File: src/dsc_pkg.sv
package dsc_pkg;
   // -------------------------------------------------------------
   // widths and types
   // -------------------------------------------------------------
   typedef logic [31:0] dsc_word_t;
   typedef logic [15:0] dsc_instr_t;
   typedef logic [3:0] dsc_reg_idx_t;
   localparam int GPR_N = 16;

   // -------------------------------------------------------------
   // opcode groups, low-nibble or low-byte selectors, high-byte and full-word opcodes
   // -------------------------------------------------------------
   localparam logic [3:0] OPG_ZERO = 4'h0;
   localparam logic [3:0] OPG_FOUR = 4'h4;
   localparam logic [3:0] LO_STS = 4'hA;
   localparam logic [3:0] LO_STS_PD = 4'h2;
   localparam logic [3:0] LO_STC = 4'h2;
   localparam logic [3:0] LO_STC_PD = 4'h3;
   localparam logic [3:0] LO_LDC = 4'hE;
   localparam logic [3:0] LO_LDC_PI = 4'h7;
   localparam logic [7:0] LO_SET_REPEAT_COUNT_REG = 8'h14;
   localparam logic [7:0] OP_SET_REPEAT_COUNT_IMM = 8'h82;
   localparam logic [7:0] OP_LOAD_REPEAT_START_PCREL = 8'h8C;
   localparam logic [7:0] OP_LOAD_REPEAT_END_PCREL = 8'h8E;
   localparam logic [7:0] OP_TRAP = 8'hC3;
   localparam logic [15:0] OP_SLEEP = 16'h001B;

   // source nibbles of system and dsp registers
   localparam logic [3:0] SRC_MULTIPLY_ACC_HIGH = 4'h0;
   localparam logic [3:0] SRC_MULTIPLY_ACC_LOW = 4'h1;
   localparam logic [3:0] SRC_PR = 4'h2;
   localparam logic [3:0] SRC_DSR = 4'h6;
   localparam logic [3:0] SRC_A0 = 4'h7;
   localparam logic [3:0] SRC_X0 = 4'h8;
   localparam logic [3:0] SRC_X1 = 4'h9;
   localparam logic [3:0] SRC_Y0 = 4'hA;
   localparam logic [3:0] SRC_Y1 = 4'hB;
   // control register nibbles
   localparam logic [3:0] CTL_SR = 4'h0;
   localparam logic [3:0] CTL_GBR = 4'h1;
   localparam logic [3:0] CTL_VBR = 4'h2;
   localparam logic [3:0] CTL_MOD = 4'h5;
   localparam logic [3:0] CTL_RS = 4'h6;
   localparam logic [3:0] CTL_RE = 4'h7;

   // -------------------------------------------------------------
   // address arithmetic and status fields
   // -------------------------------------------------------------
   localparam dsc_reg_idx_t STACK_REG = 4'hF;
   localparam dsc_word_t PREDEC_STEP = 32'h4;
   localparam dsc_word_t POSTINC_STEP = 32'h4;
   localparam dsc_word_t PC_STEP = 32'h2;
   localparam int RC_HI = 27;
   localparam int RC_LO = 16;
   localparam int RC_IMM_HI = 23;
   localparam int RC_UP_LO = 24;
   localparam int RF_HI = 3;
   localparam int RF_LO = 2;
   localparam logic [1:0] RF_ONE = 2'h0;
   localparam logic [1:0] RF_TWO = 2'h1;
   localparam logic [1:0] RF_THREE = 2'h3;
   localparam logic [1:0] RF_MORE = 2'h2;
   localparam dsc_word_t SPAN_ONE = 32'h0;
   localparam dsc_word_t SPAN_TWO = 32'h2;
   localparam dsc_word_t SPAN_THREE = 32'h4;
   localparam dsc_word_t STATUS_RST = 32'h0;
   localparam dsc_word_t WORD_RST = 32'h0;

   // -------------------------------------------------------------
   // cycle counts
   // -------------------------------------------------------------
   localparam logic [3:0] TRAP_CYC = 4'h8;
   localparam logic [3:0] SLEEP_CYC = 4'h3;
   localparam logic [3:0] CNT_MAX = 4'hF;

   typedef enum logic [2:0] {
      ST_IDLE, ST_STALL, ST_EXEC, ST_MEM, ST_TRAP_END, ST_SLEEP
   } dsc_state_t;
endpackage

File: src/dsc_gpr_mem.sv
`timescale 1ns/100ps
module dsc_gpr_mem (
   input wire logic sys_clk,
   input wire logic sys_rst,
   input wire logic clk_en,
   input dsc_pkg::dsc_reg_idx_t rd_addr,
   output dsc_pkg::dsc_word_t rd_data,
   input wire logic wr_en,
   input dsc_pkg::dsc_reg_idx_t wr_addr,
   input dsc_pkg::dsc_word_t wr_data
);
   import dsc_pkg::*;

   dsc_word_t mem_ff [GPR_N];
   dsc_word_t rd_data_ff;

   // array has no reset; software owns general register contents
   always_ff @(posedge sys_clk) begin
      if (clk_en && wr_en) begin
         mem_ff[wr_addr] <= wr_data;
      end
   end

   always_ff @(posedge sys_clk) begin
      if (sys_rst) begin
         rd_data_ff <= WORD_RST;
      end else if (clk_en) begin
         rd_data_ff <= mem_ff[rd_addr];
      end
   end

   assign rd_data = rd_data_ff;
endmodule

File: src/dsc_sys_ctrl.sv
`timescale 1ns/100ps
// Functional notes
// - store system register into general register
// - predecrement by four, then store to memory
// - trap saves pc and status, vectors
// - fetch contention adds stall cycles
// - load-use on same register stalls next
// - branch target at 4n+2 adds cycles
// - sleep cycles counted before sleep entry
// - twelve-bit repeat count in status 27:16
// - repeat flags in status bits 3:2
// - immediate count goes to status 23:16
// - immediate form clears status 27:24
// - register form copies bits 11:0
// - flags encode one, two, three, more
// - flags derived from repeat end minus start
// - repeat start, end and modulo registers
// - control load/store reach those registers
// - pc-relative loads set repeat start/end
// - pc-relative address is disp*2 plus pc
module dsc_sys_ctrl (
   input wire logic sys_clk,
   input wire logic sys_rst,
   input wire logic clk_en,
   input wire logic instr_valid,
   input dsc_pkg::dsc_instr_t instr_word,
   input dsc_pkg::dsc_word_t instr_pc,
   output logic instr_ready,
   output logic instr_done,
   input wire logic ext_load_valid,
   input dsc_pkg::dsc_reg_idx_t ext_load_dest,
   input wire logic branch_taken,
   input dsc_pkg::dsc_word_t branch_target,
   input wire logic fetch_busy,
   output logic mem_req,
   output logic mem_we,
   output dsc_pkg::dsc_word_t mem_addr,
   output dsc_pkg::dsc_word_t mem_wdata,
   input wire logic mem_ack,
   input dsc_pkg::dsc_word_t mem_rdata,
   output logic pc_load,
   output dsc_pkg::dsc_word_t pc_load_val,
   output logic sleep_enter,
   input wire logic wake_req,
   output dsc_pkg::dsc_word_t status_word,
   output dsc_pkg::dsc_word_t repeat_start_addr,
   output dsc_pkg::dsc_word_t repeat_end_addr,
   output dsc_pkg::dsc_word_t modulo_addr_reg,
   input dsc_pkg::dsc_word_t multiply_acc_high,
   input dsc_pkg::dsc_word_t multiply_acc_low,
   input dsc_pkg::dsc_word_t procedure_return,
   input dsc_pkg::dsc_word_t dsp_status,
   input dsc_pkg::dsc_word_t accumulator_zero,
   input dsc_pkg::dsc_word_t x_input_zero,
   input dsc_pkg::dsc_word_t x_input_one,
   input dsc_pkg::dsc_word_t y_input_zero,
   input dsc_pkg::dsc_word_t y_input_one,
   input dsc_pkg::dsc_word_t global_base,
   input dsc_pkg::dsc_word_t vector_base
);
   import dsc_pkg::*;

   // -------------------------------------------------------------
   // state
   // -------------------------------------------------------------
   dsc_state_t state_ff, nxt_state;
   dsc_instr_t ir_ff, nxt_ir;
   dsc_word_t pc_ff, nxt_pc, sp_ff, nxt_sp;
   logic [3:0] cnt_ff, nxt_cnt;
   logic [1:0] trap_ph_ff, nxt_trap_ph;
   logic misalign_ff, nxt_misalign;
   logic ready_ff, nxt_ready, done_ff, nxt_done;
   logic mreq_ff, nxt_mreq, mwe_ff, nxt_mwe;
   dsc_word_t maddr_ff, nxt_maddr, mwdata_ff, nxt_mwdata;
   logic pcl_ff, nxt_pcl, sleep_ff, nxt_sleep;
   dsc_word_t pclv_ff, nxt_pclv;
   dsc_word_t status_ff, nxt_status, rs_ff, nxt_rs, re_ff, nxt_re, mod_ff, nxt_mod;

   logic gpr_we, ctl_we, finish, accept, stall_need;
   dsc_reg_idx_t gpr_raddr, gpr_waddr;
   dsc_word_t gpr_rdata, gpr_wdata, ctl_val, span;
   logic [3:0] ctl_sel;
   logic [32:0] sys_sel, ctl_rd;
   logic is_sts, is_stc, is_sts_pd, is_stc_pd, is_ldc, is_ldc_pi;
   logic is_set_repeat_count_r, is_set_repeat_count_i, is_load_repeat_start_pcrel, is_load_repeat_end_pcrel, is_trap, is_sleep;

   // -------------------------------------------------------------
   // decode helpers
   // -------------------------------------------------------------
   function automatic logic [32:0] sys_src(input logic [3:0] nib);
      case (nib)
         SRC_MULTIPLY_ACC_HIGH: sys_src = {1'b1, multiply_acc_high};
         SRC_MULTIPLY_ACC_LOW: sys_src = {1'b1, multiply_acc_low};
         SRC_PR: sys_src = {1'b1, procedure_return};
         SRC_DSR: sys_src = {1'b1, dsp_status};
         SRC_A0: sys_src = {1'b1, accumulator_zero};
         SRC_X0: sys_src = {1'b1, x_input_zero};
         SRC_X1: sys_src = {1'b1, x_input_one};
         SRC_Y0: sys_src = {1'b1, y_input_zero};
         SRC_Y1: sys_src = {1'b1, y_input_one};
         default: sys_src = {1'b0, WORD_RST};
      endcase
   endfunction

   function automatic logic [32:0] ctl_src(input logic [3:0] nib);
      case (nib)
         CTL_SR: ctl_src = {1'b1, status_ff};
         CTL_GBR: ctl_src = {1'b1, global_base};
         CTL_VBR: ctl_src = {1'b1, vector_base};
         CTL_MOD: ctl_src = {1'b1, mod_ff};
         CTL_RS: ctl_src = {1'b1, rs_ff};
         CTL_RE: ctl_src = {1'b1, re_ff};
         default: ctl_src = {1'b0, WORD_RST};
      endcase
   endfunction

   // only registers held here are loadable; base registers live elsewhere
   function automatic logic ctl_loadable(input logic [3:0] nib);
      ctl_loadable = (nib == CTL_SR) || (nib == CTL_MOD) || (nib == CTL_RS) || (nib == CTL_RE);
   endfunction

   // trap has no register field; it works on the stack register
   function automatic dsc_reg_idx_t reg_field(input dsc_instr_t w);
      reg_field = (w[15:8] == OP_TRAP) ? STACK_REG : w[11:8];
   endfunction

   assign sys_sel = sys_src(ir_ff[7:4]);
   assign ctl_rd = ctl_src(ir_ff[7:4]);
   assign is_sts = ir_ff[15:12] == OPG_ZERO && ir_ff[3:0] == LO_STS && sys_sel[32];
   assign is_stc = ir_ff[15:12] == OPG_ZERO && ir_ff[3:0] == LO_STC && ctl_rd[32];
   assign is_sts_pd = ir_ff[15:12] == OPG_FOUR && ir_ff[3:0] == LO_STS_PD && sys_sel[32];
   assign is_stc_pd = ir_ff[15:12] == OPG_FOUR && ir_ff[3:0] == LO_STC_PD && ctl_rd[32];
   assign is_ldc = ir_ff[15:12] == OPG_FOUR && ir_ff[3:0] == LO_LDC && ctl_loadable(ir_ff[7:4]);
   assign is_ldc_pi = ir_ff[15:12] == OPG_FOUR && ir_ff[3:0] == LO_LDC_PI
                      && ctl_loadable(ir_ff[7:4]);
   assign is_set_repeat_count_r = ir_ff[15:12] == OPG_FOUR && ir_ff[7:0] == LO_SET_REPEAT_COUNT_REG;
   assign is_set_repeat_count_i = ir_ff[15:8] == OP_SET_REPEAT_COUNT_IMM;
   assign is_load_repeat_start_pcrel = ir_ff[15:8] == OP_LOAD_REPEAT_START_PCREL;
   assign is_load_repeat_end_pcrel = ir_ff[15:8] == OP_LOAD_REPEAT_END_PCREL;
   assign is_trap = ir_ff[15:8] == OP_TRAP;
   assign is_sleep = ir_ff == OP_SLEEP;

   assign accept = state_ff == ST_IDLE && instr_valid;
   assign stall_need = (ext_load_valid && ext_load_dest == instr_word[11:8])
                       || misalign_ff;
   assign gpr_raddr = (state_ff == ST_IDLE) ? reg_field(instr_word) : reg_field(ir_ff);
   assign span = re_ff - rs_ff;

   dsc_gpr_mem u_gpr (
      .sys_clk(sys_clk),
      .sys_rst(sys_rst),
      .clk_en(clk_en),
      .rd_addr(gpr_raddr),
      .rd_data(gpr_rdata),
      .wr_en(gpr_we),
      .wr_addr(gpr_waddr),
      .wr_data(gpr_wdata)
   );

   // -------------------------------------------------------------
   // sequencer
   // -------------------------------------------------------------
   always_comb begin
      nxt_state = state_ff;
      nxt_ir = ir_ff;
      nxt_pc = pc_ff;
      nxt_sp = sp_ff;
      nxt_trap_ph = trap_ph_ff;
      nxt_misalign = misalign_ff;
      nxt_ready = ready_ff;
      nxt_done = 1'b0;
      nxt_mreq = mreq_ff;
      nxt_mwe = mwe_ff;
      nxt_maddr = maddr_ff;
      nxt_mwdata = mwdata_ff;
      nxt_pcl = 1'b0;
      nxt_pclv = pclv_ff;
      nxt_sleep = sleep_ff;
      nxt_status = status_ff;
      nxt_rs = rs_ff;
      nxt_re = re_ff;
      nxt_mod = mod_ff;
      nxt_cnt = (cnt_ff == CNT_MAX) ? cnt_ff : cnt_ff + 4'h1;
      gpr_we = 1'b0;
      gpr_waddr = ir_ff[11:8];
      gpr_wdata = WORD_RST;
      ctl_we = 1'b0;
      ctl_sel = ir_ff[7:4];
      ctl_val = gpr_rdata;
      finish = 1'b0;
      case (state_ff)
         ST_IDLE: begin
            if (instr_valid) begin
               nxt_ir = instr_word;
               nxt_pc = instr_pc;
               nxt_cnt = 4'h1;
               nxt_ready = 1'b0;
               nxt_misalign = 1'b0;
               nxt_state = stall_need ? ST_STALL : ST_EXEC;
            end
         end
         ST_STALL: begin
            nxt_state = ST_EXEC;
         end
         ST_EXEC: begin
            finish = 1'b1;
            if (is_sts) begin
               gpr_we = 1'b1;
               gpr_wdata = sys_sel[31:0];
            end else if (is_stc) begin
               gpr_we = 1'b1;
               gpr_wdata = ctl_rd[31:0];
            end else if (is_sts_pd || is_stc_pd) begin
               gpr_we = 1'b1;
               gpr_wdata = gpr_rdata - PREDEC_STEP;
               nxt_maddr = gpr_rdata - PREDEC_STEP;
               nxt_mwdata = is_sts_pd ? sys_sel[31:0] : ctl_rd[31:0];
               nxt_mwe = 1'b1;
               nxt_state = ST_MEM;
               finish = 1'b0;
            end else if (is_ldc) begin
               ctl_we = 1'b1;
            end else if (is_ldc_pi) begin
               gpr_we = 1'b1;
               gpr_wdata = gpr_rdata + POSTINC_STEP;
               nxt_maddr = gpr_rdata;
               nxt_mwe = 1'b0;
               nxt_state = ST_MEM;
               finish = 1'b0;
            end else if (is_set_repeat_count_r) begin
               nxt_status[RC_HI:RC_LO] = gpr_rdata[11:0];
            end else if (is_set_repeat_count_i) begin
               nxt_status[RC_IMM_HI:RC_LO] = ir_ff[7:0];
               nxt_status[RC_HI:RC_UP_LO] = 4'h0;
            end else if (is_load_repeat_start_pcrel || is_load_repeat_end_pcrel) begin
               ctl_we = 1'b1;
               ctl_sel = is_load_repeat_start_pcrel ? CTL_RS : CTL_RE;
               ctl_val = pc_ff + {{23{ir_ff[7]}}, ir_ff[7:0], 1'b0};
            end else if (is_trap) begin
               gpr_we = 1'b1;
               gpr_waddr = STACK_REG;
               gpr_wdata = gpr_rdata - PREDEC_STEP;
               nxt_sp = gpr_rdata - PREDEC_STEP;
               nxt_maddr = gpr_rdata - PREDEC_STEP;
               nxt_mwdata = status_ff;
               nxt_mwe = 1'b1;
               nxt_trap_ph = 2'h1;
               nxt_state = ST_MEM;
               finish = 1'b0;
            end else if (is_sleep) begin
               nxt_state = ST_SLEEP;
               finish = 1'b0;
            end
            if (is_set_repeat_count_r || is_set_repeat_count_i) begin
               // flags and count land in the same edge
               if (span == SPAN_ONE) begin
                  nxt_status[RF_HI:RF_LO] = RF_ONE;
               end else if (span == SPAN_TWO) begin
                  nxt_status[RF_HI:RF_LO] = RF_TWO;
               end else if (span == SPAN_THREE) begin
                  nxt_status[RF_HI:RF_LO] = RF_THREE;
               end else begin
                  nxt_status[RF_HI:RF_LO] = RF_MORE;
               end
            end
         end
         ST_MEM: begin
            if (mreq_ff && mem_ack) begin
               nxt_mreq = 1'b0;
               case (trap_ph_ff)
                  2'h1: begin
                     gpr_we = 1'b1;
                     gpr_waddr = STACK_REG;
                     gpr_wdata = sp_ff - PREDEC_STEP;
                     nxt_maddr = sp_ff - PREDEC_STEP;
                     nxt_mwdata = pc_ff + PC_STEP;
                     nxt_trap_ph = 2'h2;
                  end
                  2'h2: begin
                     nxt_maddr = vector_base + {22'h0, ir_ff[7:0], 2'h0};
                     nxt_mwe = 1'b0;
                     nxt_trap_ph = 2'h3;
                  end
                  2'h3: begin
                     nxt_pclv = mem_rdata;
                     nxt_trap_ph = 2'h0;
                     nxt_state = ST_TRAP_END;
                  end
                  default: begin
                     if (!mwe_ff) begin
                        ctl_we = 1'b1;
                        ctl_val = mem_rdata;
                     end
                     finish = 1'b1;
                  end
               endcase
            end else begin
               nxt_mreq = !fetch_busy;
            end
         end
         ST_TRAP_END: begin
            // counter pads the trap to its full length on a fast bus
            if (cnt_ff >= TRAP_CYC - 4'h1) begin
               nxt_pcl = 1'b1;
               finish = 1'b1;
            end
         end
         ST_SLEEP: begin
            if (!sleep_ff) begin
               nxt_sleep = cnt_ff >= SLEEP_CYC - 4'h1;
            end else if (wake_req) begin
               nxt_sleep = 1'b0;
               finish = 1'b1;
            end
         end
         default: begin
            nxt_state = ST_IDLE;
         end
      endcase
      if (ctl_we) begin
         case (ctl_sel)
            CTL_SR: nxt_status = ctl_val;
            CTL_MOD: nxt_mod = ctl_val;
            CTL_RS: nxt_rs = ctl_val;
            CTL_RE: nxt_re = ctl_val;
            default: nxt_mod = mod_ff;
         endcase
      end
      if (finish) begin
         nxt_state = ST_IDLE;
         nxt_ready = 1'b1;
         nxt_done = 1'b1;
      end
      // a misaligned branch in the accept cycle is kept, not lost
      if (branch_taken && branch_target[1]) begin
         nxt_misalign = 1'b1;
      end
   end

   always_ff @(posedge sys_clk) begin
      if (sys_rst) begin
         state_ff <= ST_IDLE;
         ir_ff <= 16'h0000;
         pc_ff <= WORD_RST;
         sp_ff <= WORD_RST;
         cnt_ff <= 4'h0;
         trap_ph_ff <= 2'h0;
         misalign_ff <= 1'b0;
         ready_ff <= 1'b1;
         done_ff <= 1'b0;
         mreq_ff <= 1'b0;
         mwe_ff <= 1'b0;
         maddr_ff <= WORD_RST;
         mwdata_ff <= WORD_RST;
         pcl_ff <= 1'b0;
         pclv_ff <= WORD_RST;
         sleep_ff <= 1'b0;
         status_ff <= STATUS_RST;
         rs_ff <= WORD_RST;
         re_ff <= WORD_RST;
         mod_ff <= WORD_RST;
      end else if (clk_en) begin
         state_ff <= nxt_state;
         ir_ff <= nxt_ir;
         pc_ff <= nxt_pc;
         sp_ff <= nxt_sp;
         cnt_ff <= nxt_cnt;
         trap_ph_ff <= nxt_trap_ph;
         misalign_ff <= nxt_misalign;
         ready_ff <= nxt_ready;
         done_ff <= nxt_done;
         mreq_ff <= nxt_mreq;
         mwe_ff <= nxt_mwe;
         maddr_ff <= nxt_maddr;
         mwdata_ff <= nxt_mwdata;
         pcl_ff <= nxt_pcl;
         pclv_ff <= nxt_pclv;
         sleep_ff <= nxt_sleep;
         status_ff <= nxt_status;
         rs_ff <= nxt_rs;
         re_ff <= nxt_re;
         mod_ff <= nxt_mod;
      end
   end

   assign instr_ready = ready_ff;
   assign instr_done = done_ff;
   assign mem_req = mreq_ff;
   assign mem_we = mwe_ff;
   assign mem_addr = maddr_ff;
   assign mem_wdata = mwdata_ff;
   assign pc_load = pcl_ff;
   assign pc_load_val = pclv_ff;
   assign sleep_enter = sleep_ff;
   assign status_word = status_ff;
   assign repeat_start_addr = rs_ff;
   assign repeat_end_addr = re_ff;
   assign modulo_addr_reg = mod_ff;
endmodule

File: config.mk
export PLATFORM = sky130hd
export DESIGN_NAME = dsc_sys_ctrl
export DESIGN_NICKNAME = d
export VERILOG_FILES = /design/src/dsc_pkg.sv /design/src/dsc_gpr_mem.sv /design/src/dsc_sys_ctrl.sv
export SDC_FILE = /design/constraint.sdc
export NUM_CORES = 2
export LEC_CHECK = 0
export BUFFER_PORTS_ARGS = -buffer_cell sky130_fd_sc_hd__clkbuf_2
export CAP_MARGIN = 20
export CORE_MARGIN = 3
export CORE_UTILIZATION = 53
export DETAILED_ROUTE_END_ITERATION = 6
export PLACE_DENSITY_LB_ADDON = 0.1
export SLEW_MARGIN = 20
export SYNTH_ARGS = -nofsm -noshare
export SYNTH_HDL_FRONTEND = slang
export SYNTH_HIERARCHICAL = 1
export SYNTH_SLANG_ARGS = --single-unit
File: constraint.sdc
create_clock -name sys_clk -period 6 [get_ports sys_clk]
set_input_delay 0.6 -clock sys_clk [delete_from_list [all_inputs] [get_ports sys_clk]]
set_output_delay 0.6 -clock sys_clk [all_outputs]
set_load 0.05 [all_outputs]
======== Yosys cells after proc, flatten, opt, wreduce, memory -nomap -nowiden ========
Memories as Yosys holds them, arrays and structs flattened. A register that Yosys moved wholly into a read port is not among the register bits.
Cells that the tools add are included.
storage, ports and cells
  register bits after elaboration ......... 320
  latch bits .............................. 0
  RAM bits ................................ 512
  bits in read-only memories .............. 0
  input bits .............................. 477
  output and inout port bits .............. 230
  memories ................................ 1
memory list
  name          words  bits a word  read ports  clocked after Yosys merged registers in  write ports  line               RTL
  u_gpr.mem_ff  16     32           1           1                                        1            dsc_gpr_mem.sv:14  dsc_word_t mem_ff [GPR_N];
operators by class
  add/sub/neg operators ................... 8
  multiply operators ...................... 0
  divide/modulo/power cells ............... 0
  magnitude comparators ................... 2
  eq/ne operators ......................... 72
  shift-type cells ........................ 0
  multiplexer cells ....................... 184
  bitwise gates (word level) .............. 8
  reduce and logical (&&, ||, !) cells .... 53
operators by type and width
  cell                                                  number
  two-way mux 32 bit                                    44
  case mux 32 bit (2 select lines)                      5
  case mux 33 bit (9 select lines)                      1
  case mux 33 bit (6 select lines)                      1
  two-way mux 4 bit                                     25
  two-way mux 12 bit                                    8
  subtractor 32 x 3 -> 32 bit, second input constant    2
  two-way mux 1 bit                                     61
  two-way mux 28 bit                                    2
  two-way mux 3 bit                                     14
  equality test 8 bit, second input constant            5
  AND reduction 11 bit                                  3
  adder 32 x 10 -> 32 bit                               1
  adder 32 x 2 -> 32 bit, second input constant         1
  adder 32 x 3 -> 32 bit, second input constant         1
  adder 32 bit                                          1
  equality test 32 x 2 -> 1 bit, second input constant  1
  equality test 32 x 3 -> 1 bit, second input constant  1
  equality test 4 x 3 -> 1 bit, second input constant   8
  logical NOT 32 bit                                    1
  subtractor 32 bit                                     1
  two-way mux 2 bit                                     15
  != test 3 bit, second input constant                  10
  equality test 4 bit, second input constant            7
  other kinds (41)                                      108

======== Logic depth before layout (Yosys ltp) ========
  depth after elaboration ................. 14
  mapped depth ............................ 13
  depth with buffers taken out ............ 12

======== By module ========
The synthesis kept the hierarchy.
modules (own cells, without submodules)
  module        times used  cells an instance  area each (sq um)  sequential area each (sq um)
  dsc_sys_ctrl  1           3,452              25,141.6           6,406.1
  dsc_gpr_mem   1           1,218              20,985.1           16,015.4

======== Worst setup path after synthesis ========
OpenSTA, ideal clock, no wires.
  path kind ............................... reg-to-reg
  from .................................... register ir_ff[7]
  to ...................................... memory u_gpr/mem_ff[0][0] in the netlist's numbering (enable)
  data arrival time ....................... 4,890 ps
  setup slack ............................. 649 ps
  cell stages (with the launch flop) ...... 11
  path buffers ............................ 3
  period minus slack after synthesis ...... 5,351 ps
  path through ............................ dfxtp_1 > buf_2 > nor3_1 > and4_1 > clkbuf_1 > clkbuf_1 > nor3_1 > o21ai_0 > nand2_1 > or3_1 > nor3_1
between the ends
  longest elaborated chain between the ends .. 14
ends and longest elaborated chain
  what                                                               line                                                          RTL
  start: declaration                                                 dsc_sys_ctrl.sv:67                                            dsc_instr_t ir_ff, nxt_ir;
  start signal: assignment                                           dsc_sys_ctrl.sv:364                                           ir_ff <= nxt_ir;
  equality test 4 x 3 -> 1 bit or logical NOT 4 bit (tied branches)  dsc_sys_ctrl.sv:106, dsc_sys_ctrl.sv:119, dsc_sys_ctrl.sv:91
  logical OR 1 bit (3 in series)                                     dsc_sys_ctrl.sv:119                                           ctl_loadable = (nib == CTL_SR) || (nib == CTL_MOD) || (nib == CTL_RS) || (nib == CTL_RE);
  logical AND 1 bit                                                  dsc_sys_ctrl.sv:135                                           && ctl_loadable(ir_ff[7:4]);
  two-way mux 1 bit                                                  dsc_sys_ctrl.sv:223                                           end else if (is_ldc_pi) begin
  two-way mux 1 bit                                                  dsc_sys_ctrl.sv:221                                           end else if (is_ldc) begin
  two-way mux 1 bit                                                  dsc_sys_ctrl.sv:213                                           end else if (is_sts_pd || is_stc_pd) begin
  two-way mux 1 bit                                                  dsc_sys_ctrl.sv:210                                           end else if (is_stc) begin
  two-way mux 1 bit *                                                dsc_sys_ctrl.sv:207                                           if (is_sts) begin
  case mux 1 bit (2 select lines) *                                  dsc_sys_ctrl.sv:191                                           case (state_ff)
  via gpr_we                                                         dsc_sys_ctrl.sv:79                                            logic gpr_we, ctl_we, finish, accept, stall_need;
  logical AND 1 bit *                                                dsc_gpr_mem.sv:19                                             if (clk_en && wr_en) begin
  two-way mux 1 bit *                                                dsc_gpr_mem.sv:19
  two-way mux 1 bit (not written as such) *                          dsc_gpr_mem.sv:20                                             mem_ff[wr_addr] <= wr_data;
  end: declaration                                                   dsc_gpr_mem.sv:14
The timed path passes the listed nets; every way through them passes the cells marked *.

======== Worst setup path after layout ========
  from .................................... register ir_ff[6]
  to ...................................... memory u_gpr/mem_ff[7][22] in the netlist's numbering, data pin
between the ends
  longest elaborated chain between the ends .. 11
ends and longest elaborated chain
  what                                                               line                                                          RTL
  equality test 4 x 3 -> 1 bit or logical NOT 4 bit (tied branches)  dsc_sys_ctrl.sv:106, dsc_sys_ctrl.sv:119, dsc_sys_ctrl.sv:91
  logical OR 1 bit (3 in series)                                     dsc_sys_ctrl.sv:119
  logical AND 1 bit                                                  dsc_sys_ctrl.sv:135
  two-way mux 32 bit                                                 dsc_sys_ctrl.sv:223
  two-way mux 32 bit                                                 dsc_sys_ctrl.sv:221
  two-way mux 32 bit                                                 dsc_sys_ctrl.sv:213
  two-way mux 32 bit                                                 dsc_sys_ctrl.sv:210
  two-way mux 32 bit *                                               dsc_sys_ctrl.sv:207
  case mux 32 bit (2 select lines) *                                 dsc_sys_ctrl.sv:191
  via gpr_wdata[22]                                                  dsc_sys_ctrl.sv:81                                            dsc_word_t gpr_rdata, gpr_wdata, ctl_val, span;
Marks and branches as above.

==> results.tsv <==
stage	metric	value	unit
cts	clock_latency	0.70	ns
route	drtPass1Iterations	7	
run_status	violations	DRC	
global_route	grt-ovfl-total	0	
timing	timing.fmax	200.0	MHz
worst_setup_path	crit_required	6.26	ns
timing	hold_viol	0	
place	routabilityCongestion	1.088	
layout	instances_no_fill	6447	
place	place_ws	1.481	ns
die	rows	107	
synth	syn-num-nets	5230	
global_route	antenna_found_initial	28	
route	ant_nets	0	
cts	cts.sinks	864	
route	drc_errors	155	
synth	synth_cells	4670	
route	wl_per_cell	33.17	um
die	ios	707	
worst_hold_path	min_to	pc_ff[24]	
die	dieArea	90610	um^2
worst_hold_path	hold_start	instr_pc[24]	
cts	root_buffer	clkbuf_16	
synth	synth_top_area_share	33.33	%
synth	synth_area_leader_cell	edfxtp_1	
timing	maxSlewViolCount	0	
global_route	grt_pass1_vias	39540	
layout	postLayoutCellArea	53770	um^2
place	dp.cells	6265	
cts	cts_buffers	88	
worst_hold_path	worstHoldPathCells	3	
worst_setup_path	r2r_slack	1.0	ns
worst_setup_path	r2r_end	u_gpr/mem_ff[7][22]	
worst_setup_path	cp-start-kind	flip-flop	
place	place_area	50610	um^2
layout	final_nets	5775	
timing	setup-tns-final	0	ns
timing	tightest_slew	1.369	ns
worst_setup_path	cp_max_fo	20	
timing	rsz0062_at_grt	no	
layout	largest_reg_flops	512	
die	core-area	85680	um^2
cts	cts_hold_buf	0	
worst_setup_path	path_class	flip-flop to flip-flop	
timing	period_share	83.35	%
global_route	grt_max_degree	116	
worst_setup_path	reg2reg_depth	10	
cts	postCtsSetupBuffers	0	
cts	clockBufferDepth	3	
synth	synth-main-ff-cell	edfxtp_1	
worst_hold_path	min_path_type	primary input to flip-flop	
layout	area_growth	16.58	%
route	routed-via-count	44060	
synth	ys_seq_area_share	48.61	%
global_route	gr-usage-all-layers	45.53	%
timing	fin_skew	0.05250	ns
layout	fillers	7267	
cts	cts_tree	done	
die	die_x	301.0	um
die	die_h	301.0	um
synth	synth_cell_types	103	
synth	synth_seq_cells	864	
timing	fin_ws	0.9989	ns
global_route	grt_pass1_wl	292800	um
pwr	irDropWorstVdd	255.7	uV
cts	htreeDepth	3	
worst_setup_path	r2r_start	ir_ff[6]	
synth	synth_area_leaders	edfxtp_1 33%, dfxtp_1 15%, mux2i_1 6.2%	
route	routed_via_density	6.834	
run	maxCapViolations	0	
synth	async_flop_share	0	%
timing	post-route-min-period	5.001	ns
timing	whs	0.1421	ns
timing	slew_headroom	8.171	%
die	initial_core_util	53.83	%
place	port_buffers	675	
layout	drive_gt1_share	20.70	%
route	dr.first_iter.drc_count	7141	
synth	syn_area	46130	um^2
layout	largest_register	u_gpr/mem_ff	
synth	yosysWarnings	6	
cts	cts_resized	0	
timing	setup_viol	0	
run_status	outcome	finished, violations left	
worst_setup_path	end_kind	flip-flop	
cts	clk_pin_slew_worst_paths	0.06	ns
worst_setup_path	cp.arrival	5.26	ns
synth	synth_edf_count	512	
route	wl	213800	um
pwr	power_leakage	20.21	nW
place	post-dp-hpwl	153700	um
pwr	powerDensity	290.1	nW/um^2
synth	avgSynthCellArea	9.877	um^2
==> routing by layer <==
metal  vias to the layer above  track usage, %  wire, um
met4                        18           33.86     19240
li1                      18800               -         -
met1                     21130           55.27     75470
met5                         -          0.2165       122
met2                      3341           63.99     87740
met3                       774           19.53     31250
==> per-stage QoR <==
stage / power, mW / utilization, %
2_1_floorplan: 8.605 / -
3_3_place_gp: 9.783 / 58.99
3_5_place_dp: 9.810 / 59.06
4_1_cts: 15.40 / 62.55
5_1_grt: 15.93 / 62.73
6_report: 15.60 / 62.76
==> worst max path at each step <==
stage	startpoint	to	slack, ns	cells after the start
4_1_cts	ir_ff[7]	u_gpr/mem_ff[15][2]	1.40	8
3_3_place_gp	ir_ff[7]	u_gpr/mem_ff[12][2]	1.55	8
5_1_grt	ir_ff[6]	u_gpr/mem_ff[7][22]	0.99	10
2_1_floorplan	ir_ff[7]	u_gpr/mem_ff[0][0]	0.65	10
6_report	ir_ff[6]	u_gpr/mem_ff[7][22]	1.0	10
3_5_place_dp	ir_ff[7]	u_gpr/mem_ff[12][2]	1.48	8
==> cell usage after synthesis, drive strengths merged (38+ instances only) <==
cell      n
o22ai    48
dfxtp   352
ha       80
a222oi   53
clkbuf  252
edfxtp  512
xor2     66
inv      68
nor3     85
xnor2   101
and3     40
o21ai   125
nor2    340
nand3   227
a22oi   248
o211ai   54
nand2   550
a21oi   401
buf     102
nand4    38
mux2i   287
a21o     40
a211oi  156
a221oi   50
==> final cells by class <==
cell class	count	area, um^2	area share, %
Multi-Input combinational cell	3383	22130	41.16
Inverter	68	255.2	0.4747
Tap cell	1144	1431	2.662
Antenna cell	18	45.04	0.08376
Clock buffer	120	2394	4.451
Sequential cell	864	22420	41.70
Timing Repair Buffer	810	4499	8.367
Clock inverter	40	594.3	1.105
==> where the power goes <==
part	switching, mW	internal, mW
Sequential	0.321	6.34
Combinational	2.15	1.09
Clock	2.44	3.26
==> cell usage in the layout (no fill, tap or decap), types with 15 or more instances in the layout <==
cell type,instances
clkbuf_2,674
nand2_1,549
edfxtp_1,512
a21oi_1,370
dfxtp_1,351
nor2_1,319
mux2i_1,287
a22oi_1,248
nand3_1,225
a211oi_1,141
buf_4,122
o21ai_0,114
xnor2_1,101
clkbuf_16,89
ha_1,80
nor3_1,75
inv_1,68
xor2_1,66
o211ai_1,54
a222oi_1,53
a221oi_1,48
a21o_1,40
and3_1,39
o22ai_1,39
nand4_1,37
nand2b_1,33
or3_1,33
a21oi_2,31
clkbuf_1,26
diode_2,18
or2_2,18
nor2_4,18
nor2b_1,16
clkinv_2,16
nor4_1,15
and2_1,15
a31oi_1,15
o221ai_1,15
a211oi_2,15
==> critical path: stages, from the launching register on <==
cell and delay (ns):
dfxtp_1 0.68, buf_4 0.33, nand2b_1 0.42, nor2_4 0.21
buf_4 0.27, a22oi_1 0.83, nand3_1 0.19, a221oi_1 0.75
o21ai_0 0.20, a21oi_1 0.25, o22ai_1 0.41
==> kinds of logic after synthesis <==
family,after synthesis,share of synthesized area [%]
compound gates,1356,20.43
xor+xnor,167,3.171
fa+ha+maj,83,2.300
buf+inv,423,4.177
flops,864,48.61
mux,293,6.374
simple gates,1484,14.94
No activity file was read; power rests on OpenSTA's default activity.
